<file path="src/rtl/ipf_pkg.sv">
// Constants for the interrupt priority field bank: register indices,
// field positions, reset value and priority codes.
// Assumes nothing beyond a SystemVerilog elaborator.
package ipf_pkg;

  // ********************************************************
  // Bus and field widths
  // ********************************************************
  localparam int IPF_AW = 3;
  localparam int IPF_DW = 16;
  localparam int IPF_PW = 3;
  localparam int IPF_NSRC = 9;
  localparam int IPF_SW = 4;

  // ********************************************************
  // Register indices
  // ********************************************************
  localparam logic [IPF_AW-1:0] IPF_IDX_CTRL2 = 3'h0;
  localparam logic [IPF_AW-1:0] IPF_IDX_CTRL3 = 3'h1;
  localparam logic [IPF_AW-1:0] IPF_IDX_CTRL4 = 3'h2;
  localparam logic [IPF_AW-1:0] IPF_IDX_TAKE = 3'h3;
  localparam logic [IPF_AW-1:0] IPF_IDX_OFF = 3'h4;

  // ********************************************************
  // Source numbers; a lower number wins a tie
  // ********************************************************
  localparam int IPF_SRC_NVM = 0;
  localparam int IPF_SRC_AD = 1;
  localparam int IPF_SRC_TX1 = 2;
  localparam int IPF_SRC_CN = 3;
  localparam int IPF_SRC_CMP = 4;
  localparam int IPF_SRC_BCL = 5;
  localparam int IPF_SRC_SSP = 6;
  localparam int IPF_SRC_CCP5 = 7;
  localparam int IPF_SRC_INT1 = 8;

  // ********************************************************
  // Field low bit positions
  // ********************************************************
  localparam int IPF_LSB_NVM = 12;
  localparam int IPF_LSB_AD = 4;
  localparam int IPF_LSB_TX1 = 0;
  localparam int IPF_LSB_CN = 12;
  localparam int IPF_LSB_CMP = 8;
  localparam int IPF_LSB_BCL = 4;
  localparam int IPF_LSB_SSP = 0;
  localparam int IPF_LSB_CCP5 = 8;
  localparam int IPF_LSB_INT1 = 0;

  // Per-source register and position, indexed by source number
  localparam logic [IPF_AW-1:0] IPF_SRC_REG [IPF_NSRC] = '{
    IPF_IDX_CTRL2, IPF_IDX_CTRL2, IPF_IDX_CTRL2,
    IPF_IDX_CTRL3, IPF_IDX_CTRL3, IPF_IDX_CTRL3, IPF_IDX_CTRL3,
    IPF_IDX_CTRL4, IPF_IDX_CTRL4};
  localparam int IPF_SRC_LSB [IPF_NSRC] = '{
    IPF_LSB_NVM, IPF_LSB_AD, IPF_LSB_TX1,
    IPF_LSB_CN, IPF_LSB_CMP, IPF_LSB_BCL, IPF_LSB_SSP,
    IPF_LSB_CCP5, IPF_LSB_INT1};

  // ********************************************************
  // Priority codes and reset value
  // ********************************************************
  localparam logic [IPF_PW-1:0] IPF_PRIO_OFF = 3'h0;
  localparam logic [IPF_PW-1:0] IPF_PRIO_MIN = 3'h1;
  localparam logic [IPF_PW-1:0] IPF_PRIO_MAX = 3'h7;
  localparam logic [IPF_PW-1:0] IPF_PRIO_RST = 3'h4;

  // Take status layout
  localparam int IPF_TAKE_LVL_LSB = 0;
  localparam int IPF_TAKE_SRC_LSB = 4;
  localparam int IPF_TAKE_VLD_BIT = 8;

  typedef logic [IPF_NSRC-1:0][IPF_PW-1:0] ipf_prio_vec_t;

endpackage

</file>
<file path="src/rtl/ipf_arbiter.sv">
// Picks the pending, enabled source with the highest nonzero priority.
// Assumes priorities, pending and enable inputs synchronous to clk_i.
`timescale 1ns/10ps
`default_nettype none
module ipf_arbiter
  import ipf_pkg::*;
(
  input wire logic clk_i,
  input wire logic rst_i,
  input wire ipf_prio_vec_t prio_i,
  input wire logic [IPF_NSRC-1:0] pend_i,
  input wire logic [IPF_NSRC-1:0] en_i,
  output logic valid_o,
  output logic [IPF_SW-1:0] src_o,
  output logic [IPF_PW-1:0] level_o
);

  // ********************************************************
  // State
  // ********************************************************
  typedef struct packed {
    logic valid;
    logic [IPF_SW-1:0] src;
    logic [IPF_PW-1:0] level;
  } ipf_arb_state_t;

  ipf_arb_state_t q;
  ipf_arb_state_t d;

  // Strict greater-than keeps the lowest source number on a tie
  always_comb begin
    d = q;
    d.valid = 1'b0;
    d.src = '0;
    d.level = IPF_PRIO_OFF;
    for (int s = 0; s < IPF_NSRC; s++) begin
      if (pend_i[s] && en_i[s] && prio_i[s] != IPF_PRIO_OFF
          && prio_i[s] > d.level) begin
        d.valid = 1'b1;
        d.src = IPF_SW'(s);
        d.level = prio_i[s];
      end
    end
  end

  // Result registered so it is glitch free for the core
  always_ff @(posedge clk_i) begin
    if (rst_i) begin
      q <= '0;
    end else begin
      q <= d;
    end
  end

  assign valid_o = q.valid;
  assign src_o = q.src;
  assign level_o = q.level;

  // ********************************************************
  // Checks per source
  // ********************************************************
  for (genvar s = 0; s < IPF_NSRC; s++) begin : g_chk
    chk_taken_level: assert property (@(posedge clk_i) disable iff (rst_i)
      (valid_o && src_o == IPF_SW'(s)) |-> (level_o == $past(prio_i[s])
      && $past(prio_i[s]) != IPF_PRIO_OFF && $past(pend_i[s] && en_i[s])))
      else $error("taken level differs from field code");
    chk_best_wins: assert property (@(posedge clk_i) disable iff (rst_i)
      valid_o |-> !($past(pend_i[s] && en_i[s]) && $past(prio_i[s]) > level_o))
      else $error("higher priority source passed over");
  end

  // Sources the rules allow to be taken; code 001 still counts as live
  logic [IPF_NSRC-1:0] live_vec;
  for (genvar s = 0; s < IPF_NSRC; s++) begin : g_live
    assign live_vec[s] = pend_i[s] && en_i[s] && prio_i[s] != IPF_PRIO_OFF;
  end

  // Skip the edge after reset, when the result register is still cleared
  chk_none_lost: assert property (@(posedge clk_i) disable iff (rst_i)
    (!$past(rst_i) && $past(live_vec) != '0) |-> valid_o)
    else $error("eligible source not taken");

  chk_idle_quiet: assert property (@(posedge clk_i) disable iff (rst_i)
    $past(live_vec) == '0 |-> !valid_o)
    else $error("source taken with none eligible");

endmodule
`default_nettype wire

</file>
<file path="src/rtl/ipf_top.sv">
// Interrupt priority field bank: nine 3-bit priority fields in three
// registers, a small register port, and the arbiter that uses them.
// Assumes one clock, synchronous active-high reset, and a master that
// never issues read and write strobes together.
//
// Contract
// - code 111 means priority level seven
// - code 001 means priority level one
// - code 000 disables its source entirely
// - unused bits read zero, ignore writes
// - every field resets to 100, read-write
// - change notify field at ctrl3 14:12
// - comparator field at ctrl3 10:8
// - bus collision field at ctrl3 6:4
// - sync port event field at ctrl3 2:0
// - capture compare5 field at ctrl4 10:8
// - external pin1 field at ctrl4 2:0
`timescale 1ns/10ps
`default_nettype none
module ipf_top
  import ipf_pkg::*;
(
  input wire logic clk_i,
  input wire logic rst_i,
  input wire logic [IPF_AW-1:0] addr_i,
  input wire logic [IPF_DW-1:0] wdata_i,
  input wire logic we_i,
  input wire logic re_i,
  output logic [IPF_DW-1:0] rdata_o,
  input wire logic [IPF_NSRC-1:0] src_pend_i,
  input wire logic [IPF_NSRC-1:0] src_en_i,
  output logic [IPF_PW-1:0] nonvolatile_memory_priority_o,
  output logic [IPF_PW-1:0] analog_conversion_priority_o,
  output logic [IPF_PW-1:0] serial1_transmit_priority_o,
  output logic [IPF_PW-1:0] change_notify_priority_o,
  output logic [IPF_PW-1:0] comparator_priority_o,
  output logic [IPF_PW-1:0] bus_collision_priority_o,
  output logic [IPF_PW-1:0] sync_port_event_priority_o,
  output logic [IPF_PW-1:0] capture_compare5_priority_o,
  output logic [IPF_PW-1:0] external_pin1_priority_o,
  output logic take_valid_o,
  output logic [IPF_SW-1:0] take_src_o,
  output logic [IPF_PW-1:0] take_level_o
);

  // ********************************************************
  // Address decode helpers
  // ********************************************************

  // True when source s lives in register idx
  function automatic logic ipf_hit(input logic [IPF_AW-1:0] idx, input int s);
    return idx == IPF_SRC_REG[s];
  endfunction

  // Packs the fields of one register; other bits stay zero
  function automatic logic [IPF_DW-1:0] ipf_pack(input logic [IPF_AW-1:0] idx,
                                                 input ipf_prio_vec_t p);
    logic [IPF_DW-1:0] w;
    w = '0;
    for (int s = 0; s < IPF_NSRC; s++) begin
      if (ipf_hit(idx, s)) begin
        w[IPF_SRC_LSB[s] +: IPF_PW] = p[s];
      end
    end
    return w;
  endfunction

  // ********************************************************
  // State
  // ********************************************************
  typedef struct packed {
    ipf_prio_vec_t prio;
    logic [IPF_DW-1:0] rdata;
  } ipf_state_t;

  ipf_state_t q;
  ipf_state_t d;
  ipf_prio_vec_t all_ones;
  logic [IPF_NSRC-1:0] off_vec;
  logic arb_valid;
  logic [IPF_SW-1:0] arb_src;
  logic [IPF_PW-1:0] arb_level;

  assign all_ones = '1;

  // Sources whose field holds the disable code
  for (genvar s = 0; s < IPF_NSRC; s++) begin : g_off
    assign off_vec[s] = q.prio[s] == IPF_PRIO_OFF;
  end

  // ********************************************************
  // Register port
  // ********************************************************

  // Writes touch only field bits; read data live for one cycle only
  always_comb begin
    d = q;
    for (int s = 0; s < IPF_NSRC; s++) begin
      if (we_i && ipf_hit(addr_i, s)) begin
        d.prio[s] = wdata_i[IPF_SRC_LSB[s] +: IPF_PW];
      end
    end
    d.rdata = '0;
    if (re_i) begin
      if (addr_i == IPF_IDX_CTRL2 || addr_i == IPF_IDX_CTRL3
          || addr_i == IPF_IDX_CTRL4) begin
        d.rdata = ipf_pack(addr_i, q.prio);
      end else if (addr_i == IPF_IDX_TAKE) begin
        d.rdata[IPF_TAKE_LVL_LSB +: IPF_PW] = arb_level;
        d.rdata[IPF_TAKE_SRC_LSB +: IPF_SW] = arb_src;
        d.rdata[IPF_TAKE_VLD_BIT] = arb_valid;
      end else if (addr_i == IPF_IDX_OFF) begin
        d.rdata[IPF_NSRC-1:0] = off_vec;
      end
    end
  end

  // Fields start at level four so no source is disabled after reset
  always_ff @(posedge clk_i) begin
    if (rst_i) begin
      q <= '{prio: {IPF_NSRC{IPF_PRIO_RST}}, rdata: '0};
    end else begin
      q <= d;
    end
  end

  assign rdata_o = q.rdata;

  // ********************************************************
  // Field outputs to the interrupt core
  // ********************************************************

  // Code is the level itself, so no translation is needed
  assign nonvolatile_memory_priority_o = q.prio[IPF_SRC_NVM];
  assign analog_conversion_priority_o = q.prio[IPF_SRC_AD];
  assign serial1_transmit_priority_o = q.prio[IPF_SRC_TX1];
  assign change_notify_priority_o = q.prio[IPF_SRC_CN];
  assign comparator_priority_o = q.prio[IPF_SRC_CMP];
  assign bus_collision_priority_o = q.prio[IPF_SRC_BCL];
  assign sync_port_event_priority_o = q.prio[IPF_SRC_SSP];
  assign capture_compare5_priority_o = q.prio[IPF_SRC_CCP5];
  assign external_pin1_priority_o = q.prio[IPF_SRC_INT1];

  // ********************************************************
  // Arbitration
  // ********************************************************

  // Uses the stored fields, so a write affects the next pick
  ipf_arbiter u_arb (
    .clk_i(clk_i),
    .rst_i(rst_i),
    .prio_i(q.prio),
    .pend_i(src_pend_i),
    .en_i(src_en_i),
    .valid_o(arb_valid),
    .src_o(arb_src),
    .level_o(arb_level)
  );

  assign take_valid_o = arb_valid;
  assign take_src_o = arb_src;
  assign take_level_o = arb_level;

  // ********************************************************
  // Checks
  // ********************************************************

  chk_reset_fields: assert property (@(posedge clk_i)
    $past(rst_i) && !rst_i |-> q.prio == {IPF_NSRC{IPF_PRIO_RST}})
    else $error("field not at reset level after reset");

  chk_unused_zero: assert property (@(posedge clk_i) disable iff (rst_i)
    $past(re_i && addr_i <= IPF_IDX_CTRL4)
    |-> (rdata_o & ~ipf_pack($past(addr_i), all_ones)) == '0)
    else $error("unimplemented bit read back nonzero");

  chk_read_window: assert property (@(posedge clk_i) disable iff (rst_i)
    !$past(re_i) |-> rdata_o == '0)
    else $error("read data outside the read cycle");

  chk_cn_field: assert property (@(posedge clk_i) disable iff (rst_i)
    (we_i && addr_i == IPF_IDX_CTRL3) |=> change_notify_priority_o
    == $past(wdata_i[IPF_LSB_CN +: IPF_PW]))
    else $error("change notify field misplaced");

  chk_cmp_field: assert property (@(posedge clk_i) disable iff (rst_i)
    (we_i && addr_i == IPF_IDX_CTRL3) |=> comparator_priority_o
    == $past(wdata_i[IPF_LSB_CMP +: IPF_PW]))
    else $error("comparator field misplaced");

  chk_bcl_field: assert property (@(posedge clk_i) disable iff (rst_i)
    (we_i && addr_i == IPF_IDX_CTRL3) |=> bus_collision_priority_o
    == $past(wdata_i[IPF_LSB_BCL +: IPF_PW]))
    else $error("bus collision field misplaced");

  chk_ssp_field: assert property (@(posedge clk_i) disable iff (rst_i)
    (we_i && addr_i == IPF_IDX_CTRL3) |=> sync_port_event_priority_o
    == $past(wdata_i[IPF_LSB_SSP +: IPF_PW]))
    else $error("sync port field misplaced");

  chk_ccp5_field: assert property (@(posedge clk_i) disable iff (rst_i)
    (we_i && addr_i == IPF_IDX_CTRL4) |=> capture_compare5_priority_o
    == $past(wdata_i[IPF_LSB_CCP5 +: IPF_PW]))
    else $error("capture compare field misplaced");

  chk_int1_field: assert property (@(posedge clk_i) disable iff (rst_i)
    (we_i && addr_i == IPF_IDX_CTRL4) |=> external_pin1_priority_o
    == $past(wdata_i[IPF_LSB_INT1 +: IPF_PW]))
    else $error("external pin field misplaced");

  chk_field_hold: assert property (@(posedge clk_i) disable iff (rst_i)
    !we_i |=> q.prio == $past(q.prio))
    else $error("field changed without a write");

  chk_max_level: assert property (@(posedge clk_i) disable iff (rst_i)
    take_valid_o |-> take_level_o >= IPF_PRIO_MIN && take_level_o <= IPF_PRIO_MAX)
    else $error("taken level out of range");

  chk_off_silent: assert property (@(posedge clk_i) disable iff (rst_i)
    (take_valid_o && take_src_o < IPF_SW'(IPF_NSRC))
    |-> ($past(off_vec) & (IPF_NSRC'(1) << take_src_o)) == '0)
    else $error("disabled source was taken");

endmodule
`default_nettype wire

</file>
<file path="config.mk">
export PLATFORM = sky130hd
export DESIGN_NAME = ipf_top
export DESIGN_NICKNAME = d
export VERILOG_FILES = /design/src/rtl/ipf_pkg.sv /design/src/rtl/ipf_arbiter.sv /design/src/rtl/ipf_top.sv
export SDC_FILE = /design/constraint.sdc
export NUM_CORES = 1
export LEC_CHECK = 0
export ABC_CLOCK_PERIOD_IN_PS = 14690
export BUFFER_PORTS_ARGS = -buffer_cell sky130_fd_sc_hd__buf_4
export CORE_MARGIN = 2
export CORE_UTILIZATION = 52
export CTS_CLUSTER_DIAMETER = 50
export DETAILED_ROUTE_END_ITERATION = 10
export PLACE_DENSITY = 0.78
export SYNTH_ARGS = -nofsm -noshare
export SYNTH_HDL_FRONTEND = slang
export SYNTH_SLANG_ARGS = --single-unit
</file>
<file path="constraint.sdc">
create_clock -name clk_i -period 14.69 [get_ports clk_i]
set_input_delay 0.7345 -clock clk_i [delete_from_list [all_inputs] [get_ports clk_i]]
set_output_delay 0.7345 -clock clk_i [all_outputs]
set_load 0.01 [all_outputs]
</file>
# Word-level counts from Yosys, hierarchy flattened
# Index checks and enable logic that the tools add are counted.
# W data, S select, Z words.
word_totals:
  out_inout_bits: 51
  mem_count: 0
  word_cells: 112
  mem_bits_ro: 0
  latch_bits: 0
  reg_bits: 51
  ramBits: 0
classes:
  n_mul: 0
  mux: 23
  order_cmp: 9
  n_bitwise: 3
  div: 0
  shifts: 0
  n_addsub: 0
  eq_ne: 4
  reduce_logical: 56
ops:
  columns: ["cell", "count"]
  rows:
  - ["$mux W8", 9]
  - ["$logic_and A1 B1 Y1", 30]
  - ["$logic_not A3 Y1", 10]
  - ["$mux W3", 10]
  - ["$reduce_bool A3 Y1", 9]
  - ["$gt A3 B3 Y1", 8]
  - ["$mux W9", 2]
  - ["$eq A3 B2 Y1 const B", 2]
  - ["$reduce_or A3 Y1", 2]
  - ["$mux W5", 1]
  - ["$reduce_or A5 Y1", 1]
  - ["$reduce_or A2 Y1", 2]
  - ["$eq A3 B1 Y1 const B", 1]
  - ["$eq A3 B3 Y1 const B", 1]
  - ["$gt A3 B1 Y1 const B", 1]
  - ["$not A1 Y1", 3]
  - ["$logic_or A1 B1 Y1", 2]
  - ["$mux W1", 1]

# Longest topological paths before layout
# Gate-level depths: netlist of run 1.
logic_depth:
  ltp_word: 28
  ltp_mapped: 60

# Cells and area by module
# From an unflattened synthesis of run 1, not the netlist that was laid out.
hier_totals:
  cells_unflattened: 379
  hier_area_um2: 3339.5
by_module_without_submodules:
  columns: ["mod", "seq_area_each_um2", "area_each_um2", "instances", "cells_each"]
  rows:
  - ["ipf_top", 820.8, 1769.2, 1, 175]
  - ["ipf_arbiter", 160.2, 1570.3, 1, 204]

# Least setup slack after synthesis of run 1
# OpenSTA, ideal clock, no wires.
synth_timing:
  path_kind: "input to register"
  start: "input port src_pend_i[0]"
  end: "register u_arb.q, in the netlist u_arb.valid_o"
  stages: 52
  arrival_time_ps: 10959
  n_path_buf: 0
  setup_slack_ps: 3650
  t_required_ps: 14609
  path_cell_list: "and3_1 ha_1 and3_1 a211oi_4 nand2_1 o21ai_0 ha_1 nor3b_1 nor2b_1 mux2i_1 nand4_1 o211ai_1 mux2_2 ha_1 nor2_1 nor2_1 nor3_1 o211ai_1 (+16 left out) mux2_4 ha_1 inv_1 o311a_2 o211ai_4 mux2_4 ha_1 a31oi_1 o2111ai_1 mux2_2 ha_1 a31oi_1 nand3_1 a21oi_1 a31oi_1 nand2_1 nor3_1 a41oi_1"
synth_via:
  elab_chain_cells: 28
synth_lines:
  columns: ["item", "line_no", "text"]
  rows:
  - ["start: declaration", "ipf_top.sv:30", "input wire logic [IPF_NSRC-1:0] src_pend_i,"]
  - ["$logic_and A1 B1 Y1 * (2 in series)", null, null]
  - ["$logic_and A1 B1 Y1 *", "ipf_arbiter.sv:38", "&& prio_i[s] > d.level) begin"]
  - ["$mux W8 *", "ipf_arbiter.sv:37", "if (pend_i[s] && en_i[s] && prio_i[s] != IPF_PRIO_OFF"]
  - ["$gt A3 B3 Y1", "ipf_arbiter.sv:38", null]
  - ["$logic_and A1 B1 Y1", "ipf_arbiter.sv:38", null]
  - ["$mux W8 *", "ipf_arbiter.sv:37", null]
  - ["$gt A3 B3 Y1", "ipf_arbiter.sv:38", null]
  - ["$logic_and A1 B1 Y1", "ipf_arbiter.sv:38", null]
  - ["(+11 left out)", null, null]
  - ["$logic_and A1 B1 Y1", "ipf_arbiter.sv:38", null]
  - ["$mux W8 *", "ipf_arbiter.sv:37", null]
  - ["$gt A3 B3 Y1", "ipf_arbiter.sv:38", null]
  - ["$logic_and A1 B1 Y1", "ipf_arbiter.sv:38", null]
  - ["$mux W8 *", "ipf_arbiter.sv:37", null]
  - ["$gt A3 B3 Y1", "ipf_arbiter.sv:38", null]
  - ["$logic_and A1 B1 Y1", "ipf_arbiter.sv:38", null]
  - ["$mux W8 *", "ipf_arbiter.sv:37", null]
  - ["end signal: assignment", "ipf_arbiter.sv:49", "q <= '0;"]
  - ["end signal: assignment", "ipf_arbiter.sv:51", "q <= d;"]
  - ["end: declaration", "ipf_arbiter.sv:27", "ipf_arb_state_t q;"]
# Mark *: on every way between the ends. The rest lies on a longest branch, timed or not.
# A chain may end at the register's enable or synchronous reset.

# Worst setup path in the final report of run 1
layout_timing:
  start: "input port src_en_i[0]"
  end: "register u_arb.q, in the netlist u_arb.valid_o"
layout_via:
  elab_chain_cells: 28
layout_lines:
  columns: ["item", "line_no", "text"]
  rows:
  - ["start: declaration", "ipf_top.sv:31", "input wire logic [IPF_NSRC-1:0] src_en_i,"]
  - ["$logic_and A1 B1 Y1 * (2 in series)", null, null]
  - ["$logic_and A1 B1 Y1 *", "ipf_arbiter.sv:38", null]
  - ["$mux W8 *", "ipf_arbiter.sv:37", null]
  - ["$gt A3 B3 Y1", "ipf_arbiter.sv:38", null]
  - ["$logic_and A1 B1 Y1", "ipf_arbiter.sv:38", null]
  - ["$mux W8 *", "ipf_arbiter.sv:37", null]
  - ["$gt A3 B3 Y1", "ipf_arbiter.sv:38", null]
  - ["$logic_and A1 B1 Y1", "ipf_arbiter.sv:38", null]
  - ["(+11 left out)", null, null]
  - ["$logic_and A1 B1 Y1", "ipf_arbiter.sv:38", null]
  - ["$mux W8 *", "ipf_arbiter.sv:37", null]
  - ["$gt A3 B3 Y1", "ipf_arbiter.sv:38", null]
  - ["$logic_and A1 B1 Y1", "ipf_arbiter.sv:38", null]
  - ["$mux W8 *", "ipf_arbiter.sv:37", null]
  - ["$gt A3 B3 Y1", "ipf_arbiter.sv:38", null]
  - ["$logic_and A1 B1 Y1", "ipf_arbiter.sv:38", null]
  - ["$mux W8 *", "ipf_arbiter.sv:37", null]
# Marks and branches as above.

==> flow_summary.toml, run 1 <==
[clock_network]
post_cts_buffers = 0
insertion_delay_ns = 0.31
holdBufCountCts = 0
cts-root-buf = "clkbuf_8"
cts_tree = "done"
clockBufferDepth = 2
path_clk_slew_ns = 0.10
cts_sinks = 49
cts_buffers = 5
htree_num_levels = 2
cts-resized-gates = 0

[timing]
tightest_slew_ns = 0.6875
period_share_pct = 85.18
slew_violations = 0
fmax_mhz = 79.91
relSlewSlack_pct = 54.12
setup_violations = 0
min_period_ns = 12.51
timing.final.ws_setup_ns = 2.177
finalHoldViolCount = 0
skew_ns = 0.01346
tns_ns = 0
rsz0062_at_grt = "no"

[global_routing]
grt_pass1_vias = 3120
antenna_found_initial = 0
gr-usage-all-layers_pct = 29.80
grt_max_degree = 34
grt_util_met1_pct = 39.59
grt_first_pass_wirelength_um = 15270
use_met3_pct = 5.055
grtUsageMet2_pct = 48.44
busiest_layer = "met2"
overflow = 0

[die]
start_util_pct = 53.31
io_pins = 92
core_region_area_sq_um = 5851
rows = 28
die_x_um = 81.45
fp.dieH_um = 81.45
dieArea_sq_um = 6634

[synthesis]
asyncSetResetFlopFracSynth_pct = 0
syn_inst = 409
synth_area_leader_cell = "dfxtp_1"
ys_types = 66
ys_top_cells_by_area = "dfxtp_1 (31%), nand2_1 (7.8%), a21oi_1 (5.8%), ha_1 (5.6%), nor2_1 (4.8%)"
postSynthAreaPerCell_sq_um = 7.627
yosysWarnings = 0
synth_seq_cells = 49
ys_seq_area_share_pct = 31.45
yosys.area.top_type_share_pct = 31.45
synth-edff-count = 0
synth_common_cells = "nand2_1 (65), dfxtp_1 (49), nor2_1 (40)"
synth_ff_type = "dfxtp_1"
synth_most_common_cell = "nand2_1"
synth_area_sq_um = 3119

[cells_and_area]
area_growth_pct = 24.99
finalNetCount = 539
fillers = 536
final_layout_size_suffix_gt1_share_pct = 23.30
finalNonFillerCells = 560
diodes = 0

[detailed_routing]
drt_first_iter_violations = 285
drt_pass1_iterations = 5
viasPerCell = 6.020
drc = 0
num_vias = 3371
wl_per_cell_um = 16.76
ant_nets = 0
wirelength_um = 9387

[critical_path]
reg2regPathDepth = 53
cp.required_ns = 14.93
cpMostUsedCell = "ha_1"
crit_fanout = 9
r2r_slack_ns = 2.31
critPathLaunchType = "input port"
cp_slowest_stage_delay_ns = 0.49
worstSetupEndpointType = "register"
cpMaxStageDelayCell = "a21oi_1"
critPathArrivalTime_ns = 12.75
crit_type = "in -> reg"

[job]
maxCapViolCount = 0

[placed_design]
dpl.cell_count = 552
preCtsSetupSlack_ns = 2.091
post-dp-hpwl_um = 7252
gp_congestion = 0.8868
numPortBuffers = 85

[hold_path]
hold_class = "reg -> reg"
holdPathStages = 2

[power_and_ir_drop]
ir_drop_uv = 49.18
p_per_area_nw_per_um2 = 83.28
p_leak_nw = 1.639

[status]
status = "finished, final reports clean"
-- critical path: cells and delay by family --
| family | cells | cell delay (ns) |
|---|---|---|
| buffers and inverters | 2 | 0.14 |
| and+or+nand+nor | 18 | 2.67 |
| adders and majority gates | 8 | 2.36 |
| muxes | 4 | 1.31 |
| AOI/OAI and AO/OA | 22 | 5.47 |
-- placed cells by master, fill, tap and decap left out, types with 3 or more instances in the layout --
| cell | n |
|---|---|
| clkbuf_8 | 6 |
| nand2_1 | 65 |
| a21o_1 | 3 |
| a211oi_1 | 7 |
| and3_1 | 6 |
| o21ai_0 | 11 |
| dfxtp_1 | 49 |
| buf_4 | 87 |
| nor3_1 | 15 |
| nor2b_1 | 9 |
| a21oi_1 | 36 |
| nand3_1 | 16 |
| o22ai_1 | 8 |
| nor2_1 | 40 |
| nand4_1 | 3 |
| nor4_1 | 5 |
| nand3b_1 | 10 |
| mux2i_1 | 10 |
| a31oi_1 | 7 |
| a22oi_1 | 6 |
| and2_1 | 3 |
| ha_1 | 14 |
| inv_1 | 18 |
| o211ai_1 | 3 |
-- worst paths after layout --
check | start | endpoint
worst max register to register | nonvolatile_memory_priority_o[1] | u_arb.valid_o
worst min-delay path | nonvolatile_memory_priority_o[1] | nonvolatile_memory_priority_o[1]
worst min register to register | nonvolatile_memory_priority_o[1] | nonvolatile_memory_priority_o[1]
worst max-delay path | src_en_i[0] | u_arb.valid_o
-- cell families after synthesis --
kind of cell / after synthesis / synth area share, %
and+or+nand+nor: 187 / 29.04
adders and majority gates: 14 / 5.616
DFF: 49 / 31.45
AOI/OAI and AO/OA: 105 / 23.39
muxes: 14 / 4.894
buffers and inverters: 38 / 5.214
xor gates and xnor gates: 1 / 0.2808
other: 1 / 0.1202
-- metal layers --
layer / vias up / part of all wire, %
met5: - / 0
met4: 0 / 2.3
met3: 22 / 7.8
met2: 161 / 47
met1: 1564 / 43
li1: 1624 / -
-- power by group --
part | switching (mW) | internal (mW)
Clock | 0.0485 | 0.0566
Combinational | 0.0411 | 0.0338
Sequential | 0.00659 | 0.138
-- cell type report --
type	instances	area (sq um)	share of cell area, %
Multi-Input combinational cell	323	1979	50.77
Sequential cell	49	980.9	25.16
Timing Repair Buffer	87	653.1	16.75
Tap cell	75	93.84	2.407
Clock buffer	6	82.58	2.118
Inverter	18	67.56	1.733
Clock inverter	2	41.29	1.059
-- stage by stage --
step	cell area, sq um	hold WS (ns)	utilization (%)	power (mW)
after global placement	3775	0.4908	64.52	0.2192
after global routing	3899	0.5422	66.64	0.3391
final	3899	0.5132	66.64	0.3247
after floorplan	3123	0.5076	-	0.1935
after CTS	3899	0.5126	66.64	0.3249
after detailed placement	3775	0.4997	64.52	0.2214
-- flip-flops by register name, indices dropped and copies added, names as in the netlist --
| name | flops |
|---|---|
| rdata_o | 14 |
| u_arb.src_o | 4 |
| analog_conversion_priority_o | 3 |
| bus_collision_priority_o | 3 |
| capture_compare5_priority_o | 3 |
| change_notify_priority_o | 3 |
| comparator_priority_o | 3 |
| external_pin1_priority_o | 3 |
| nonvolatile_memory_priority_o | 3 |
| serial1_transmit_priority_o | 3 |
| sync_port_event_priority_o | 3 |
| u_arb.level_o | 3 |
| u_arb.valid_o | 1 |
Power figures use the tool's default switching activity.
==> run 2: changes to the inputs <==
--- a/config.mk
+++ b/config.mk
@@ -11,7 +11,7 @@
 export CORE_UTILIZATION = 52
 export CTS_CLUSTER_DIAMETER = 50
 export DETAILED_ROUTE_END_ITERATION = 10
-export PLACE_DENSITY = 0.78
+export PLACE_DENSITY_LB_ADDON = 0.08
 export SYNTH_ARGS = -nofsm -noshare
 export SYNTH_HDL_FRONTEND = slang
 export SYNTH_SLANG_ARGS = --single-unit
==> run 2 against run 1 <==
Effect of this change: maximum frequency decreased by 0.75%; sequential cell count unchanged; first-iteration DRC count increased by 18%; largest power group unchanged; highest routed layer unchanged.
==> flow_summary.toml, run 2 (same netlist as run 1, synthesis figures left out) <==
[status]
status = "finished, final reports clean"

[clock_network]
htree_num_levels = 2
cts_tree = "done"
clockBufferDepth = 2
cts_buffers = 5
holdBufCountCts = 0
post_cts_buffers = 0
cts_sinks = 49
path_clk_slew_ns = 0.09
cts-resized-gates = 0
cts-root-buf = "clkbuf_8"
insertion_delay_ns = 0.30

[critical_path]
cp_slowest_stage_delay_ns = 0.56
critPathLaunchType = "input port"
worstSetupEndpointType = "register"
cpMaxStageDelayCell = "or4_2"
cp.required_ns = 14.91
r2r-start = "nonvolatile_memory_priority_o[1]"
crit_fanout = 9
crit_type = "in -> reg"
reg2regPathDepth = 52
critPathArrivalTime_ns = 12.83
cpMostUsedCell = "ha_1"
critPathLaunch = "src_pend_i[0]"

[detailed_routing]
ant_nets = 0
drt_first_iter_violations = 336
wirelength_um = 9211
drc = 0
drt_pass1_iterations = 5
num_vias = 3305
viasPerCell = 5.923
wl_per_cell_um = 16.51

[placed_design]
dpl.cell_count = 551
numPortBuffers = 85
post-dp-hpwl_um = 6909
gp_congestion = 0.8722

[timing]
period_share_pct = 85.82
tightest_slew_ns = 0.8449
finalHoldViolCount = 0
rsz0062_at_grt = "no"
slew_violations = 0
skew_ns = 0.006233
setup_violations = 0
relSlewSlack_pct = 43.53
tns_ns = 0
fmax_mhz = 79.32
min_period_ns = 12.61

[global_routing]
grt_max_degree = 34
antenna_found_initial = 0
overflow = 0
grt_first_pass_wirelength_um = 14330
gr-usage-all-layers_pct = 27.80
grt_pass1_vias = 2914

[cells_and_area]
final_common_cell = "buf_4"
final_layout_size_suffix_gt1_share_pct = 22.98
final_cell_mix = "buf_4 (86), nand2_1 (65), dfxtp_1 (49)"
diodes = 0
finalNetCount = 538
finalNonFillerCells = 558
largest_register_ffs = 14
fillers = 507
area_growth_pct = 23.59

[power_and_ir_drop]
p_clk_share_pct = 26.3
p_per_area_nw_per_um2 = 77.13
switchingPower_mw = 0.09240
power_frac_comb_pct = 25.0
seqPwrFrac_pct = 48.8
ir_drop_uv = 74.45
p_leak_nw = 1.613
switching_share_pct = 31.07
p_int_mw = 0.2049

[die]
dieArea_sq_um = 6634
core_region_area_sq_um = 5851
start_util_pct = 53.31
fp.dieH_um = 81.45
rows = 28
die_x_um = 81.45
io_pins = 92

[hold_path]
hold_class = "reg -> reg"
holdPathStages = 2
min-delay-start = "nonvolatile_memory_priority_o[0]"

[job]
maxCapViolCount = 0
[run 2: path summary, 6_finish.rpt]
| check | to | slack (ns) |
|---|---|---|
| setup / recovery | u_arb.valid_o | 2.08 |
| hold / removal | nonvolatile_memory_priority_o[0] | 0.53 |
| setup reg to reg | u_arb.valid_o | 2.18 |
| hold reg to reg | nonvolatile_memory_priority_o[0] | 0.53 |
[run 2: power groups by stage]
stage	Combinational, mW	Clock, mW	Sequential [mW]
2_1_floorplan	0.0462	0	0.147
3_5_place_dp	0.0731	0	0.148
4_1_cts	0.0734	0.0780	0.145
3_3_place_gp	0.0714	0	0.148
5_1_grt	0.0819	0.0860	0.145
6_report	0.0743	0.0781	0.145
[run 2: final cells by class]
type	instances	area (sq um)	share of cell area, %
multi-input cells	323	1986	51.51
flip-flops and latches	49	980.9	25.45
repair buffers	86	645.6	16.75
well taps	75	93.84	2.434
clock buffers	6	72.57	1.883
inverters	18	67.56	1.753
clock inverters	1	8.758	0.2272
[run 2: worst max-delay path, delay by kind of cell]
kind	cells	cell delay, ns
compound gates	22	5.58
fa+ha+maj	8	2.39
buf+inv	2	0.14
mux	4	1.34
simple gates	17	2.63
[run 2: stage by stage]
stage | hold WS, ns | setup slack (ns) | util [%] | area, sq um | power, mW
after global placement | 0.5102 | 2.143 | 64.50 | 3774 | 0.2190
after CTS | 0.5293 | 2.301 | 65.89 | 3855 | 0.2960
final | 0.5344 | 2.083 | 65.89 | 3855 | 0.2973
after detailed placement | 0.5149 | 2.019 | 64.50 | 3774 | 0.2207
after global routing | 0.5638 | 1.160 | 65.89 | 3855 | 0.3132
after floorplan | 0.5076 | 3.650 | - | 3123 | 0.1935
[run 2: routing by layer]
layer	routed length, um	up-vias	global-route usage, %
met5	0	-	0
met4	128	0	5.593
met3	784	18	4.945
met2	4243	165	45.57
met1	4054	1504	38.37
li1	-	1618	-
==> run 3: changes to the inputs <==
--- a/config.mk
+++ b/config.mk
@@ -5,10 +5,11 @@
 export SDC_FILE = /design/constraint.sdc
 export NUM_CORES = 1
 export LEC_CHECK = 0
+export ABC_AREA = 1
 export ABC_CLOCK_PERIOD_IN_PS = 14690
 export BUFFER_PORTS_ARGS = -buffer_cell sky130_fd_sc_hd__buf_4
-export CORE_MARGIN = 2
-export CORE_UTILIZATION = 52
+export CORE_MARGIN = 8
+export CORE_UTILIZATION = 49
 export CTS_CLUSTER_DIAMETER = 50
 export DETAILED_ROUTE_END_ITERATION = 10
 export PLACE_DENSITY_LB_ADDON = 0.08
==> run 3 against run 2 <==
Effect of this change: clock skew shrank 0.0012 ns; routed wire length grew 0.55%; via count fell by 6.8%; die area rose by 32%; largest power group unchanged; count of clock-buffer cells in the layout is 1 higher; synthesized cell count shrank 0.49%; first-iteration DRC count fell by 22%; combinational power is 20% higher.
==> flow_summary.toml, run 3 <==
[power_and_ir_drop]
total_power_mw = 0.3355
p_leak_nw = 1.747
ir_drop_uv = 49.24
switchingPower_mw = 0.1045
power_frac_comb_pct = 26.5
p_per_area_nw_per_um2 = 89.27
p_clk_share_pct = 30.5
p_int_mw = 0.2311
switching_share_pct = 31.14
seqPwrFrac_pct = 43.0

[clock_network]
htree_num_levels = 2
cts-root-buf = "clkbuf_8"
insertion_delay_ns = 0.31
cts_sinks = 49
post_cts_buffers = 0
cts-resized-gates = 0
holdBufCountCts = 0
path_clk_slew_ns = 0.09
clockBufferDepth = 2
cts_tree = "done"
cts_buffers = 5

[timing]
tns_ns = 0
skew_ns = 0.005067
min_period_ns = 10.47
slew_violations = 0
period_share_pct = 71.29
finalHoldViolCount = 0
rsz0062_at_grt = "no"
timing.final.ws_setup_ns = 4.218
tightest_slew_ns = 0.8119
relSlewSlack_pct = 45.82
setup_violations = 0
fmax_mhz = 95.49
fin_hold_ws_ns = 0.4845

[detailed_routing]
routed-wl-met3_um = 747
num_vias = 3081
drc = 0
viasPerCell = 5.415
wl_met1_um = 3898
wl_met2_um = 4409
ant_nets = 0
drt_first_iter_violations = 262
top_layer_used = "met4"
wl_per_cell_um = 16.28
wirelength_um = 9262
drt_pass1_iterations = 5

[synthesis]
synth_seq_cells = 49
synth-simple-area-share_pct = 32.54
synth_common_cells = "nand2_1 (82), dfxtp_1 (49), inv_1 (46)"
ys_top_cells_by_area = "dfxtp_1 (33%), nand2_1 (10%), ha_1 (6.0%), inv_1 (5.9%), a21oi_1 (5.3%)"
yosysWarnings = 0
syn_inst = 407
synth_compound_area_share_pct = 19.89
yosys.area.top_type_share_pct = 33.39
ys_types = 38
synthXorXnorAreaFrac_pct = 0
synth_area_sq_um = 2938
synth_ff_type = "dfxtp_1"
asyncSetResetFlopFracSynth_pct = 0
postSynthAreaPerCell_sq_um = 7.218
ys_seq_area_share_pct = 33.39
synth_top_family_by_area = "simple AND/OR/NAND/NOR gates"
synth_most_common_cell = "nand2_1"
synth-edff-count = 0
synthAdderAreaFrac_pct = 5.963
muxShareOfSynthArea_pct = 0
synth_area_leader_cell = "dfxtp_1"

[critical_path]
crit_type = "reg -> reg"
crit_fanout = 7
cp.required_ns = 14.90
critPathTopFamily = "simple AND/OR/NAND/NOR gates"
critPathArrivalTime_ns = 10.68
cpMostUsedCell = "ha_1"
cp_num_buf_inv = 5
cp_slowest_stage_delay_ns = 0.44
critPathLaunchType = "register"
worstSetupEndpointType = "register"
cpMaxStageDelayCell = "dfxtp_1"

[cells_and_area]
multi_input_area_sq_um = 1723
fin_area_sq_um = 3759
final_layout_size_suffix_gt1_share_pct = 28.14
area_growth_pct = 27.94
largest_register_ffs = 14
diodes = 0
fillers = 535
final_common_cell = "buf_4"
final-seq-area_sq_um = 980.9
final_cell_mix = "buf_4 (86), nand2_1 (82), dfxtp_1 (49)"
finalNetCount = 548

[placed_design]
numPortBuffers = 85
post-dp-hpwl_um = 7479
gp_congestion = 0.9010
preCtsSetupSlack_ns = 4.118
placed_area_sq_um = 3642

[hold_path]
hold_class = "reg -> reg"

[die]
io_pins = 92
start_util_pct = 50.21
fp.dieH_um = 93.43
dieArea_sq_um = 8729
die_x_um = 93.43
core_region_area_sq_um = 5851
rows = 28

[global_routing]
grt_pass1_vias = 3039
gr-usage-all-layers_pct = 21.22
overflow = 0
grt_first_pass_wirelength_um = 14840
grt_max_degree = 30
antenna_found_initial = 0

[job]
maxCapViolCount = 0

[status]
status = "finished, final reports clean"
==> run 3: layout make-up <==
class	instances	share of cell area (%)
Timing Repair Buffer	86	17.18
Multi-Input combinational cell	298	45.84
Tap cell	75	2.497
Sequential cell	49	26.10
Inverter	53	5.293
Clock buffer	7	2.297
Clock inverter	1	0.7989
==> run 3: worst paths after layout <==
kind | from | endpoint | slack (ns) | cells past startpoint
worst min-delay path | u_arb.src_o[3] | rdata_o[7] | 0.48 | 2
worst max-delay path | nonvolatile_memory_priority_o[2] | u_arb.valid_o | 4.22 | 60
worst min register to register | u_arb.src_o[3] | rdata_o[7] | 0.48 | 2
worst max register to register | nonvolatile_memory_priority_o[2] | u_arb.valid_o | 4.22 | 60
==> run 3: kinds of logic (layout without fill, tap and decap cells) <==
logic type | count (synthesis) | in the layout
simple gates | 187 | 187
other cells | 1 | 2
buf+inv | 61 | 147
fa+ha+maj | 14 | 14
flops | 49 | 49
compound gates | 95 | 95
==> run 3: power by group through the flow <==
stage | Clock (mW) | Combinational [mW] | Sequential, mW
3_5_place_dp | 0 | 0.0882 | 0.147
6_report | 0.102 | 0.0889 | 0.144
3_3_place_gp | 0 | 0.0858 | 0.147
5_1_grt | 0.108 | 0.0982 | 0.145
4_1_cts | 0.105 | 0.0886 | 0.144
2_1_floorplan | 0 | 0.0544 | 0.149
==> run 3: worst register-to-register path, delay by kind of cell (launching register included) <==
| family | cells | cell delay (ns) |
|---|---|---|
| buffers and inverters | 5 | 0.51 |
| AO/OA/AOI/OAI | 13 | 2.54 |
| AND/OR/NAND/NOR | 34 | 4.58 |
| adder cells (fa/ha/maj) | 8 | 2.30 |
| flip-flops | 1 | 0.44 |
==> run 3: per-layer routing <==
metal  vias to the layer above  global-route usage (%)
met4                         0                   8.054
met1                      1407                   25.94
met5                         -                       0
met3                        14                   5.529
li1                       1538                       -
met2                       122                   34.72
==> run 3: per-stage QoR <==
step,cells,util (%)
after CTS,569,64.24
after global placement,561,62.25
after global routing,569,64.24
after floorplan,408,-
final,569,64.24
after detailed placement,561,62.25
